==> src/verilog/ptp_time_consts.vh <==
// Register offsets, field positions and reset values of the system time keeper
`ifndef PTP_TIME_CONSTS_VH
`define PTP_TIME_CONSTS_VH

// ==========================================================
// Register byte offsets
`define OFF_TIMESTAMP_CONTROL 12'h700
`define OFF_SUBSECOND_INCREMENT 12'h704
`define OFF_SYSTEM_TIME_SECONDS 12'h708
`define OFF_SYSTEM_TIME_SUBSECONDS 12'h70c
`define OFF_UPDATE_SECONDS 12'h710
`define OFF_UPDATE_SUBSECONDS 12'h714
`define OFF_FREQUENCY_ADDEND 12'h718
`define OFF_TARGET_TIME_SECONDS 12'h71c
`define OFF_TARGET_TIME_NANOSECONDS 12'h720

// ==========================================================
// Reset values
`define RST_TIMESTAMP_CONTROL 32'h00002000
`define RST_WORD 32'h00000000

// ==========================================================
// Control field positions
`define CTRL_ENABLE 0
`define CTRL_FINE 1
`define CTRL_INIT 2
`define CTRL_UPDATE 3
`define CTRL_ARM 4
`define CTRL_ADDEND_LOAD 5
`define CTRL_FIXED_ONE 13
`define CTRL_EVENT_ONLY 14
`define CTRL_MASTER_NODE 15
`define CTRL_NODE_LO 16
`define CTRL_NODE_HI 17

// ==========================================================
// Other field positions
`define STEP_HI 7
`define SUBSEC_HI 30
`define SIGN_BIT 31

// ==========================================================
// Clock-node type codes
`define NODE_BOUNDARY_E2E 2'h2
`define NODE_PEER 2'h3

// ==========================================================
// Snapshot mask bit positions
`define SNAP_SYNC 0
`define SNAP_FOLLOW_UP 1
`define SNAP_DELAY_REQ 2
`define SNAP_DELAY_RESP 3
`define SNAP_PDELAY_REQ 4
`define SNAP_PDELAY_RESP 5

`endif

==> src/verilog/ptp_time_clock.v <==
// Precision time system clock: APB registers, time keeping, target compare
//
// Chosen here: the APB interface to the registers.
`timescale 1ns/10ps
`include "ptp_time_consts.vh"

// Contract
// - Enable bit runs time; software reinitialises after
// - Select bit picks coarse or fine update
// - Initialise bit loads time, then self-clears
// - Offset bit applies update value, then self-clears
// - Sign bit set subtracts offset, else adds
// - Armed target below time raises interrupt
// - Interrupt clears arm bit, one per arming
// - Addend-load bit copies addend, then self-clears
// - Eight-bit step added at each update event
// - Seconds readable as 32-bit read-only value
// - Subseconds readable as 31-bit field, 0.46ns
// - Bit 31 of subseconds shows time sign
// - Writable update seconds and subseconds registers
// - Writable 32-bit addend feeds the accumulator
// - Compare seconds and nanoseconds target, equal passes
// - Node type 0X snapshot selection
// - Node type 11 snapshot selection
module ptp_time_clock
(
	input wire pclk,
	input wire presetn,
	input wire psel,
	input wire penable,
	input wire pwrite,
	input wire [11:0] paddr,
	input wire [31:0] pwdata,
	output reg [31:0] prdata,
	output wire pready,
	output wire pslverr,
	output reg target_reached,
	output reg [31:0] current_seconds,
	output reg [30:0] current_subseconds,
	output reg current_time_sign,
	output reg [5:0] snapshot_messages
);

// ==========================================================
// Helpers

// Snapshot message set for the selected node and mode
function [5:0] snapshot_set;
	input [1:0] node;
	input master;
	input event_only;
	reg [5:0] m;
	begin
		m = 6'h00;
		if (node == `NODE_PEER)
		begin
			m[`SNAP_SYNC] = 1'b1;
			m[`SNAP_PDELAY_REQ] = 1'b1;
			m[`SNAP_PDELAY_RESP] = 1'b1;
			if (!event_only)
			begin
				m[`SNAP_FOLLOW_UP] = 1'b1;
				m[`SNAP_DELAY_REQ] = 1'b1;
				m[`SNAP_DELAY_RESP] = 1'b1;
			end
		end
		else if (node == `NODE_BOUNDARY_E2E)
		begin
			m[`SNAP_SYNC] = 1'b1;
			m[`SNAP_FOLLOW_UP] = 1'b1;
			if (!event_only)
			begin
				m[`SNAP_DELAY_REQ] = 1'b1;
				m[`SNAP_DELAY_RESP] = 1'b1;
			end
		end
		else if (!event_only)
		begin
			m[`SNAP_SYNC] = 1'b1;
			m[`SNAP_FOLLOW_UP] = 1'b1;
			m[`SNAP_DELAY_REQ] = 1'b1;
			m[`SNAP_DELAY_RESP] = 1'b1;
		end
		else if (master)
		begin
			m[`SNAP_DELAY_REQ] = 1'b1;
		end
		else
		begin
			m[`SNAP_SYNC] = 1'b1;
		end
		snapshot_set = m;
	end
endfunction

// ==========================================================
// Register state
reg timestamping_enable;
reg fine_or_coarse_select;
reg time_initialise_bit;
reg time_offset_update_bit;
reg target_interrupt_arm;
reg addend_load_bit;
reg event_only_select;
reg master_node_select;
reg [1:0] clock_node_type;
reg [7:0] subsecond_step;
reg [31:0] offset_seconds;
reg [30:0] offset_subseconds;
reg offset_negative;
reg [31:0] addend_value;
reg [31:0] target_seconds;
reg [31:0] target_nanoseconds;

// ==========================================================
// Time keeping state
// Time is one 64-bit two's complement word: sign, seconds, subseconds.
// Subseconds roll over in binary at bit 31 straight into the seconds.
reg [63:0] system_time;
reg [31:0] active_addend;
reg [31:0] accumulator;

// ==========================================================
// APB decode
wire setup_phase;
wire write_access;
wire mapped;
reg [31:0] read_word;
reg hit;

assign setup_phase = psel & ~penable;
assign write_access = psel & penable & pwrite;
// Zero wait states: read data is captured during the setup cycle
assign pready = 1'b1;
assign mapped = hit;
assign pslverr = psel & penable & ~mapped;

// One strobe per writable register, decoded once for every consumer
wire write_control;
wire write_step;
wire write_offset_seconds;
wire write_offset_subseconds;
wire write_addend;
wire write_target_seconds;
wire write_target_nanoseconds;

assign write_control = write_access & (paddr == `OFF_TIMESTAMP_CONTROL);
assign write_step = write_access & (paddr == `OFF_SUBSECOND_INCREMENT);
assign write_offset_seconds = write_access & (paddr == `OFF_UPDATE_SECONDS);
assign write_offset_subseconds = write_access & (paddr == `OFF_UPDATE_SUBSECONDS);
assign write_addend = write_access & (paddr == `OFF_FREQUENCY_ADDEND);
assign write_target_seconds = write_access & (paddr == `OFF_TARGET_TIME_SECONDS);
assign write_target_nanoseconds = write_access & (paddr == `OFF_TARGET_TIME_NANOSECONDS);

wire [31:0] control_word;
assign control_word = (32'h1 << `CTRL_FIXED_ONE)
	| ({31'h0, timestamping_enable} << `CTRL_ENABLE)
	| ({31'h0, fine_or_coarse_select} << `CTRL_FINE)
	| ({31'h0, time_initialise_bit} << `CTRL_INIT)
	| ({31'h0, time_offset_update_bit} << `CTRL_UPDATE)
	| ({31'h0, target_interrupt_arm} << `CTRL_ARM)
	| ({31'h0, addend_load_bit} << `CTRL_ADDEND_LOAD)
	| ({31'h0, event_only_select} << `CTRL_EVENT_ONLY)
	| ({31'h0, master_node_select} << `CTRL_MASTER_NODE)
	| ({30'h0, clock_node_type} << `CTRL_NODE_LO);

always @*
begin
	hit = 1'b1;
	read_word = 32'h00000000;
	case (paddr)
		`OFF_TIMESTAMP_CONTROL: read_word = control_word;
		`OFF_SUBSECOND_INCREMENT: read_word = {24'h000000, subsecond_step};
		`OFF_SYSTEM_TIME_SECONDS: read_word = system_time[62:31];
		`OFF_SYSTEM_TIME_SUBSECONDS: read_word = {system_time[63], system_time[30:0]};
		`OFF_UPDATE_SECONDS: read_word = offset_seconds;
		`OFF_UPDATE_SUBSECONDS: read_word = {offset_negative, offset_subseconds};
		`OFF_FREQUENCY_ADDEND: read_word = addend_value;
		`OFF_TARGET_TIME_SECONDS: read_word = target_seconds;
		`OFF_TARGET_TIME_NANOSECONDS: read_word = target_nanoseconds;
		default: hit = 1'b0;
	endcase
end

always @(posedge pclk or negedge presetn)
begin
	if (!presetn)
		prdata <= 32'h00000000;
	else if (setup_phase && !pwrite)
		prdata <= read_word;
end

// ==========================================================
// Time arithmetic
wire [32:0] accumulate_sum;
wire step_event;
wire [63:0] advanced_time;
wire [63:0] offset_value;
wire [63:0] next_time;
wire target_passed;

assign accumulate_sum = {1'b0, accumulator} + {1'b0, active_addend};
// Fine mode steps only on accumulator overflow, coarse on every clock
assign step_event = timestamping_enable
	& (fine_or_coarse_select ? accumulate_sum[32] : 1'b1);
assign advanced_time = system_time
	+ (step_event ? {56'h0, subsecond_step} : 64'h0);
assign offset_value = {1'b0, offset_seconds, offset_subseconds};
assign next_time = time_initialise_bit ? offset_value
	: time_offset_update_bit ? (offset_negative ? advanced_time - offset_value
	: advanced_time + offset_value)
	: advanced_time;
// A negative time never counts as past the target
assign target_passed = ~system_time[63]
	& (system_time[62:0] >= {target_seconds, target_nanoseconds[30:0]});

// ==========================================================
// System time
always @(posedge pclk or negedge presetn)
begin
	if (!presetn)
	begin
		system_time <= 64'h0;
	end
	else
	begin
		// Suspended while disabled: software must reinitialise afterwards
		if (timestamping_enable || time_initialise_bit || time_offset_update_bit)
			system_time <= next_time;
	end
end

// ==========================================================
// Fine-calibration accumulator
// The addend in use is a copy, so a half-written addend never drifts the clock
always @(posedge pclk or negedge presetn)
begin
	if (!presetn)
	begin
		accumulator <= 32'h00000000;
		active_addend <= 32'h00000000;
	end
	else
	begin
		if (timestamping_enable && fine_or_coarse_select)
			accumulator <= accumulate_sum[31:0];
		if (addend_load_bit)
			active_addend <= addend_value;
	end
end

// ==========================================================
// Command bits and target interrupt
reg next_initialise;
reg next_offset_update;
reg next_addend_load;
reg next_arm;
reg next_reached;

always @*
begin
	// Command bits act for one clock and then clear themselves
	next_initialise = 1'b0;
	next_offset_update = 1'b0;
	next_addend_load = 1'b0;
	next_arm = target_interrupt_arm;
	next_reached = 1'b0;
	if (target_interrupt_arm && target_passed)
	begin
		next_reached = 1'b1;
		next_arm = 1'b0;
	end
	// A software write lands after the hardware clears, so it wins
	if (write_control)
	begin
		next_initialise = pwdata[`CTRL_INIT];
		next_offset_update = pwdata[`CTRL_UPDATE];
		next_addend_load = pwdata[`CTRL_ADDEND_LOAD];
		next_arm = pwdata[`CTRL_ARM];
	end
end

always @(posedge pclk or negedge presetn)
begin
	if (!presetn)
	begin
		time_initialise_bit <= 1'b0;
		time_offset_update_bit <= 1'b0;
		addend_load_bit <= 1'b0;
		target_interrupt_arm <= 1'b0;
		target_reached <= 1'b0;
	end
	else
	begin
		time_initialise_bit <= next_initialise;
		time_offset_update_bit <= next_offset_update;
		addend_load_bit <= next_addend_load;
		target_interrupt_arm <= next_arm;
		target_reached <= next_reached;
	end
end

// ==========================================================
// Registers written by software
always @(posedge pclk or negedge presetn)
begin
	if (!presetn)
	begin
		timestamping_enable <= 1'b0;
		fine_or_coarse_select <= 1'b0;
		event_only_select <= 1'b0;
		master_node_select <= 1'b0;
		clock_node_type <= 2'h0;
		subsecond_step <= 8'h00;
		offset_seconds <= `RST_WORD;
		offset_subseconds <= 31'h0;
		offset_negative <= 1'b0;
		addend_value <= `RST_WORD;
		target_seconds <= `RST_WORD;
		target_nanoseconds <= `RST_WORD;
	end
	else
	begin
		if (write_control)
		begin
			timestamping_enable <= pwdata[`CTRL_ENABLE];
			fine_or_coarse_select <= pwdata[`CTRL_FINE];
			event_only_select <= pwdata[`CTRL_EVENT_ONLY];
			master_node_select <= pwdata[`CTRL_MASTER_NODE];
			clock_node_type <= pwdata[`CTRL_NODE_HI:`CTRL_NODE_LO];
		end
		if (write_step)
			subsecond_step <= pwdata[`STEP_HI:0];
		if (write_offset_seconds)
			offset_seconds <= pwdata;
		if (write_offset_subseconds)
		begin
			offset_subseconds <= pwdata[`SUBSEC_HI:0];
			offset_negative <= pwdata[`SIGN_BIT];
		end
		if (write_addend)
			addend_value <= pwdata;
		if (write_target_seconds)
			target_seconds <= pwdata;
		if (write_target_nanoseconds)
			target_nanoseconds <= pwdata;
	end
end

// ==========================================================
// Registered views for the rest of the MAC
always @(posedge pclk or negedge presetn)
begin
	if (!presetn)
	begin
		current_seconds <= 32'h00000000;
		current_subseconds <= 31'h0;
		current_time_sign <= 1'b0;
		snapshot_messages <= 6'h00;
	end
	else
	begin
		current_seconds <= system_time[62:31];
		current_subseconds <= system_time[30:0];
		current_time_sign <= system_time[63];
		snapshot_messages <= snapshot_set(clock_node_type, master_node_select,
			event_only_select);
	end
end

endmodule

==> config.mk <==
export PLATFORM = sky130hd
export DESIGN_NAME = ptp_time_clock
export DESIGN_NICKNAME = d
export VERILOG_FILES = /design/src/verilog/ptp_time_clock.v
export VERILOG_INCLUDE_DIRS = /design/src /design/src/verilog
export SDC_FILE = /design/constraint.sdc
export NUM_CORES = 1
export LEC_CHECK = 0
export BUFFER_PORTS_ARGS = -buffer_cell sky130_fd_sc_hd__buf_2
export CAP_MARGIN = 25
export CORE_MARGIN = 5
export CORE_UTILIZATION = 35
export CTS_CLUSTER_SIZE = 16
export DETAILED_ROUTE_END_ITERATION = 16
export GPL_TIMING_DRIVEN = 0
export PLACE_DENSITY_LB_ADDON = 0.1
export SLEW_MARGIN = 20
export SYNTH_ARGS = -nofsm -noshare
export SYNTH_HDL_FRONTEND = slang
export SYNTH_SLANG_ARGS = --single-unit
==> constraint.sdc <==
create_clock -name pclk -period 10.04 [get_ports pclk]
set_clock_uncertainty 0.05 [all_clocks]
set_input_delay 0.502 -clock pclk [delete_from_list [all_inputs] [get_ports pclk]]
set_output_delay 0.502 -clock pclk [all_outputs]
set_load 0.02 [all_outputs]
After elaboration in Yosys (flattened, before gate mapping)
Index checks and enable logic that the tools add are counted.

Bits in registers: 409. Input bits: 49. Output and inout port bits: 105. Word-level logic and storage cells: 96.

Add/subtract/negate cells: 4. Magnitude comparators: 1. Equal/unequal tests: 11. Muxes and demuxes: 23. Bitwise operators: 24. Reductions and logical operators: 8.

Operators by type and width (count): 32-bit case mux with 9 select lines (1); 64-bit two-way mux (3); 12-bit by 11-bit == test with 1-bit output (second input constant) (9); 64-bit by 63-bit adder with 64-bit output (1); 64-bit by 8-bit adder with 64-bit output (1); 64-bit by 63-bit subtractor with 64-bit output (1); 63-bit greater-or-equal comparator (1); 32-bit by 32-bit adder with 33-bit output (1); 16-bit by 18-bit bitwise OR with 18-bit output (1); 15-bit by 16-bit bitwise OR with 16-bit output (1); 14-bit by 15-bit bitwise OR with 15-bit output (1); 14-bit by 2-bit bitwise OR with 14-bit output (1); 14-bit by 3-bit bitwise OR with 14-bit output (1); 14-bit by 4-bit bitwise OR with 14-bit output (1); 14-bit by 5-bit bitwise OR with 14-bit output (1); 14-bit by 6-bit bitwise OR with 14-bit output (1); 1-bit bitwise AND (13); 1-bit two-way mux (13); 9-bit OR reduction (1); 4-bit two-way mux (2); 8-bit two-way mux (1); 2-bit == test (second input constant) (2); 2-bit two-way mux (2); 1-bit logical AND (3); 5 further kinds (8).

Logic depth before layout (Yosys ltp)
Depth after elaboration: 9. Mapped depth: 32.

Least setup slack after synthesis
Ideal clock, no wire load.

Path type: flip-flop to flip-flop. Start point: register active_addend[0]. End point: register system_time[54]. Library setup time: 0.126 ns. Arrival time: 6.765 ns. Path slack: 3.099 ns. Stages on the path, launching flop included: 31. Clock period less this slack: 6.941 ns. Cells stage by stage: dfrtp_1 ha_1 fa_1 a21oi_1 o211ai_1 o2111ai_1 a31oi_1 a221oi_1 o21ai_1 a21oi_1 o22ai_1 and2_1 ha_1 fa_1 a21o_1 a21oi_1 o21a_1 nor3_2 nand2b_1 nor3_1 xor2_1 ha_1 and3_1 and2_1 nand3_1 or4_1 o22a_1 a21oi_1 o21ai_1 xnor2_1 a221o_1.

Word-level cells in the longest chain between the ends: 9. Elaborated cells on any way between the ends: 10. Those cells by class: 4 x add/sub; 5 x mux; 1 x bitwise.

RTL lines: from (decl) (line ptp_time_clock.v:120) `reg [31:0] active_addend;`; from (signal assigned) (line ptp_time_clock.v:248) `active_addend <= addend_value;`; 32-bit by 32-bit adder with 33-bit output * (line ptp_time_clock.v:202) `assign accumulate_sum = {1'b0, accumulator} + {1'b0, active_addend};`; 1-bit two-way mux * (line ptp_time_clock.v:205) `& (fine_or_coarse_select ? accumulate_sum[32] : 1'b1);`; 1-bit bitwise AND * (line ptp_time_clock.v:205); 8-bit two-way mux * (line ptp_time_clock.v:207) `+ (step_event ? {56'h0, subsecond_step} : 64'h0);`; 64-bit by 8-bit adder with 64-bit output * (line ptp_time_clock.v:207); 64-bit by 63-bit adder with 64-bit output / 64-bit by 63-bit subtractor with 64-bit output (equally long branches) (line ptp_time_clock.v:211, ptp_time_clock.v:210); 64-bit two-way mux (line ptp_time_clock.v:210) `: time_offset_update_bit ? (offset_negative ? advanced_time - offset_value`; 64-bit two-way mux * (line ptp_time_clock.v:210); 64-bit two-way mux * (line ptp_time_clock.v:209) `assign next_time = time_initialise_bit ? offset_value`; to (signal assigned) (line ptp_time_clock.v:229) `system_time <= next_time;`; to (decl) (line ptp_time_clock.v:119) `reg [63:0] system_time;`.

Mark *: on every way between the ends. The rest lies on a longest branch, timed or not. A chain may end at the register's enable or synchronous reset.

Worst setup path after layout
Start point: register active_addend[0]. End point: register system_time[25].

Same word-level chain as after synthesis.

==> key figures <==
Yosys
  – Primary FF master, synth: dfrtp_1
  – Register area share after synthesis: 37.35%
  – Synth Warn #: 0
  – Share of flip-flops with an asynchronous set or reset: 100.0%
  – Syn Inst Count: 2,929
  – Syn Nets: 3,148
  – Synth Register Bits: 408
  – EDFF count, synth: 0
  – Synth Cell Area: 0.02733 mm^2
  – Library cells used by synthesis: 93
  – Mean post-synth cell area: 9.333 um^2

Route
  – Antenna-violating nets left: 0
  – Met1 wire length: 53.19 mm
  – Met3 wire len: 7.661 mm
  – Vias/cell: 5.879
  – DR WL met2: 52.98 mm
  – Total wire length: 118.4 mm
  – Initial DRT Pass Iterations: 8
  – Top layer in use: met4
  – DR vias: 24,800
  – Routed length per placed instance: 28.07 um
  – # DRC: 0
  – Detailed Route Iter0 Violations: 2,585

Clock network
  – Clock Sinks: 408
  – Worst-Skew Late Latency: 0.61 ns
  – CTS clk-pin slew, worst paths: 0.06 ns
  – CTS HTree Levels: 2
  – Root Buffer: clkbuf_16
  – Maximum clock path buffer count: 3
  – CTS tree: done
  – TritonCTS Buffers: 50

Place
  – Worst slack, placed: 0.4310 ns
  – Final GP Congestion: 0.9987
  – Post-DP HPWL: 95.66 mm
  – Port buffer count: 151

STA
  – Final worst slack: 0.6504 ns
  – Final min period: 9.390 ns
  – Fin crit share: 93.52%
  – Slew HR: 28.97%
  – Final hold violations: 0
  – Tightest Pin Transition: 1.066 ns
  – Final Setup Violations: 0
  – Fmax achieved: 106.5 MHz
  – RSZ-0062 raised after global routing: no
  – Final Hold Slack: 0.1708 ns
  – Final max-slew violation count: 0

Finish
  – NumNets Final: 3,360
  – Most frequent cells in the layout: dfrtp_1, nand2_1, mux2_2, a21oi_1, nor2_1
  – Layout cells sized above 1: 16.05%
  – # diodes: 0
  – Commonest non-fill, non-tap cell in the layout: dfrtp_1
  – Layout area overhead: 14.54%

GRT
  – First-pass GRT wire length: 169.5 mm
  – Tot GR Track Use: 27.55%
  – Antenna violations before repair: 5
  – Remaining Overflow, GRT: 0
  – Largest net degree at the start of global routing: 95
  – Vias in the first global route: 24,300

Floorplan
  – IO Count: 154
  – DIE WIDTH: 289.5 um
  – Core area: 0.07747 mm^2
  – Initial Util: 35.29%
  – Die ar.: 0.08379 mm^2
  – Core Rows: 102
  – Die H: 289.5 um

Critical path
  – Biggest cell delay along the critical path: 0.63 ns
  – Critical path's slowest cell: o21ai_0
  – Most frequent cell on the critical path: a21oi_1
  – CP startpoint kind: flop
  – Crit path max fanout: 10
  – Worst EP arrival: 9.76 ns
  – Worst path required time: 10.41 ns
  – R2r setup slk: 0.65 ns
  – Setup crit end kind: flop
  – Kind of cell adding the most delay to the critical path: compound AO/OA/AOI/OAI gates
  – Crit path kind: flop to flop
  – Crit path buffers/inverters: 1

Pwr
  – PD cells: 136.7 mW/mm^2
  – Lkg Pwr: 0.01516 uW
  – Worst VDD drop: 0.0001206 V

Run status
  – Status: finished clean

Min path
  – Worst min-delay path class: primary input to flop

Flow run
  – Max-cap viol count: 0
-- cell type report --
class | instances | area [um^2]
fillers | 7821 | 46160
multi-input cells | 2220 | 16010
flip-flops and latches | 408 | 10210
clock buffers | 75 | 1526
well taps | 1040 | 1301
repair buffers | 160 | 927.1
plain buffers | 166 | 641.9
inverters | 135 | 506.7
clock inverters | 14 | 186.4
-- metrics by stage --
| step | cell area (um^2) | total power, uW | instances | TNS [ns] | utilization, % |
|---|---|---|---|---|---|
| after floorplan | 27340 | 2129 | 2929 | 0 | - |
| after global routing | 31310 | 4438 | 4218 | 0 | 40.42 |
| after global placement | 29390 | 2416 | 4120 | -58.99 | 37.94 |
| after detailed placement | 29540 | 2419 | 4126 | 0 | 38.14 |
| final | 31310 | 4278 | 4218 | 0 | 40.42 |
| after CTS | 31270 | 4306 | 4216 | 0 | 40.36 |
-- final timing paths --
path	depth (start not counted)	from	endpoint
max in group asynchronous	4	presetn	accumulator[8]$_DFFE_PN0P_
worst max register to register	28	active_addend[0]$_DFFE_PN0P_	system_time[25]$_DFFE_PN0P_
worst max-delay path	28	active_addend[0]$_DFFE_PN0P_	system_time[25]$_DFFE_PN0P_
worst min register to register	0	system_time[24]$_DFFE_PN0P_	current_subseconds[24]$_DFF_PN0_
worst min-delay path	3	pwdata[4]	target_interrupt_arm$_DFFE_PN0P_
min in group asynchronous	2	presetn	current_seconds[20]$_DFF_PN0_
-- where the power goes --
group / total [uW] / switching [uW] / internal, uW / leakage [uW]
clock: 1870 / 770 / 1100 / 0.000836
combinational: 720 / 479 / 241 / 0.00869
sequential: 1680 / 20.2 / 1660 / 0.00563
-- metal layers --
layer,vias to the layer above,GRT usage (%)
li1,11060,-
met1,12540,39.27
met2,986,43.11
met3,215,3.863
met4,0,9.313
met5,-,0
-- kinds of logic (layout without fill, tap and decap cells) --
group	count (synthesis)	in the layout	share of synthesized area [%]
simple gates	797	797	14.43
mux	259	259	10.50
buf+inv	301	550	4.197
fa+ha+maj	170	170	7.864
compound gates	756	756	18.03
other cells	1	1	0.01372
flops	408	408	37.35
xor+xnor	237	237	7.621
-- tightest hold or removal path, stage by stage --
cell,delay [ns]
buf_2,0.15
nand2_1,0.07
o31ai_1,0.06
-- sequential cells by signal, indices dropped and copies added, names as in the netlist, 2 cells and up --
signal and cells:
offset_seconds 32, active_addend 32, snapshot_messages 5, target_seconds 32
prdata 32, clock_node_type 2, current_seconds 32, target_nanoseconds 32
accumulator 32, current_subseconds 31, system_time 64, addend_value 32
subsecond_step 8, offset_subseconds 31
-- synthesized netlist by cell type (23+ instances only) --
master | n | area share [%]
a21o_1 | 82 | 2.3
a21oi_1 | 192 | 3.5
a221oi_1 | 38 | 1.2
a22oi_1 | 29 | 0.80
a31oi_1 | 55 | 1.3
and2_1 | 27 | 0.62
and3_1 | 31 | 0.71
buf_1 | 27 | 0.37
clkbuf_1 | 131 | 1.8
dfrtp_1 | 408 | 37
ha_1 | 167 | 7.6
inv_1 | 134 | 1.8
mux2_2 | 222 | 9.1
mux2i_1 | 37 | 1.4
nand2_1 | 251 | 3.4
nand3_1 | 53 | 0.97
nand4_1 | 63 | 1.4
nor2_1 | 188 | 2.6
nor3_1 | 59 | 1.1
o21a_1 | 23 | 0.63
o21ai_0 | 151 | 2.8
xnor2_1 | 164 | 5.3
xor2_1 | 72 | 2.3
-- repair_timing --
item	in CTS	in global routing
setup buffers	0	0
hold buffers	1	0
hold endpoints to repair	57	0
endpoints found under the setup margin	0	14
resized for setup	0	5
No activity file was read; power rests on OpenSTA's default activity.
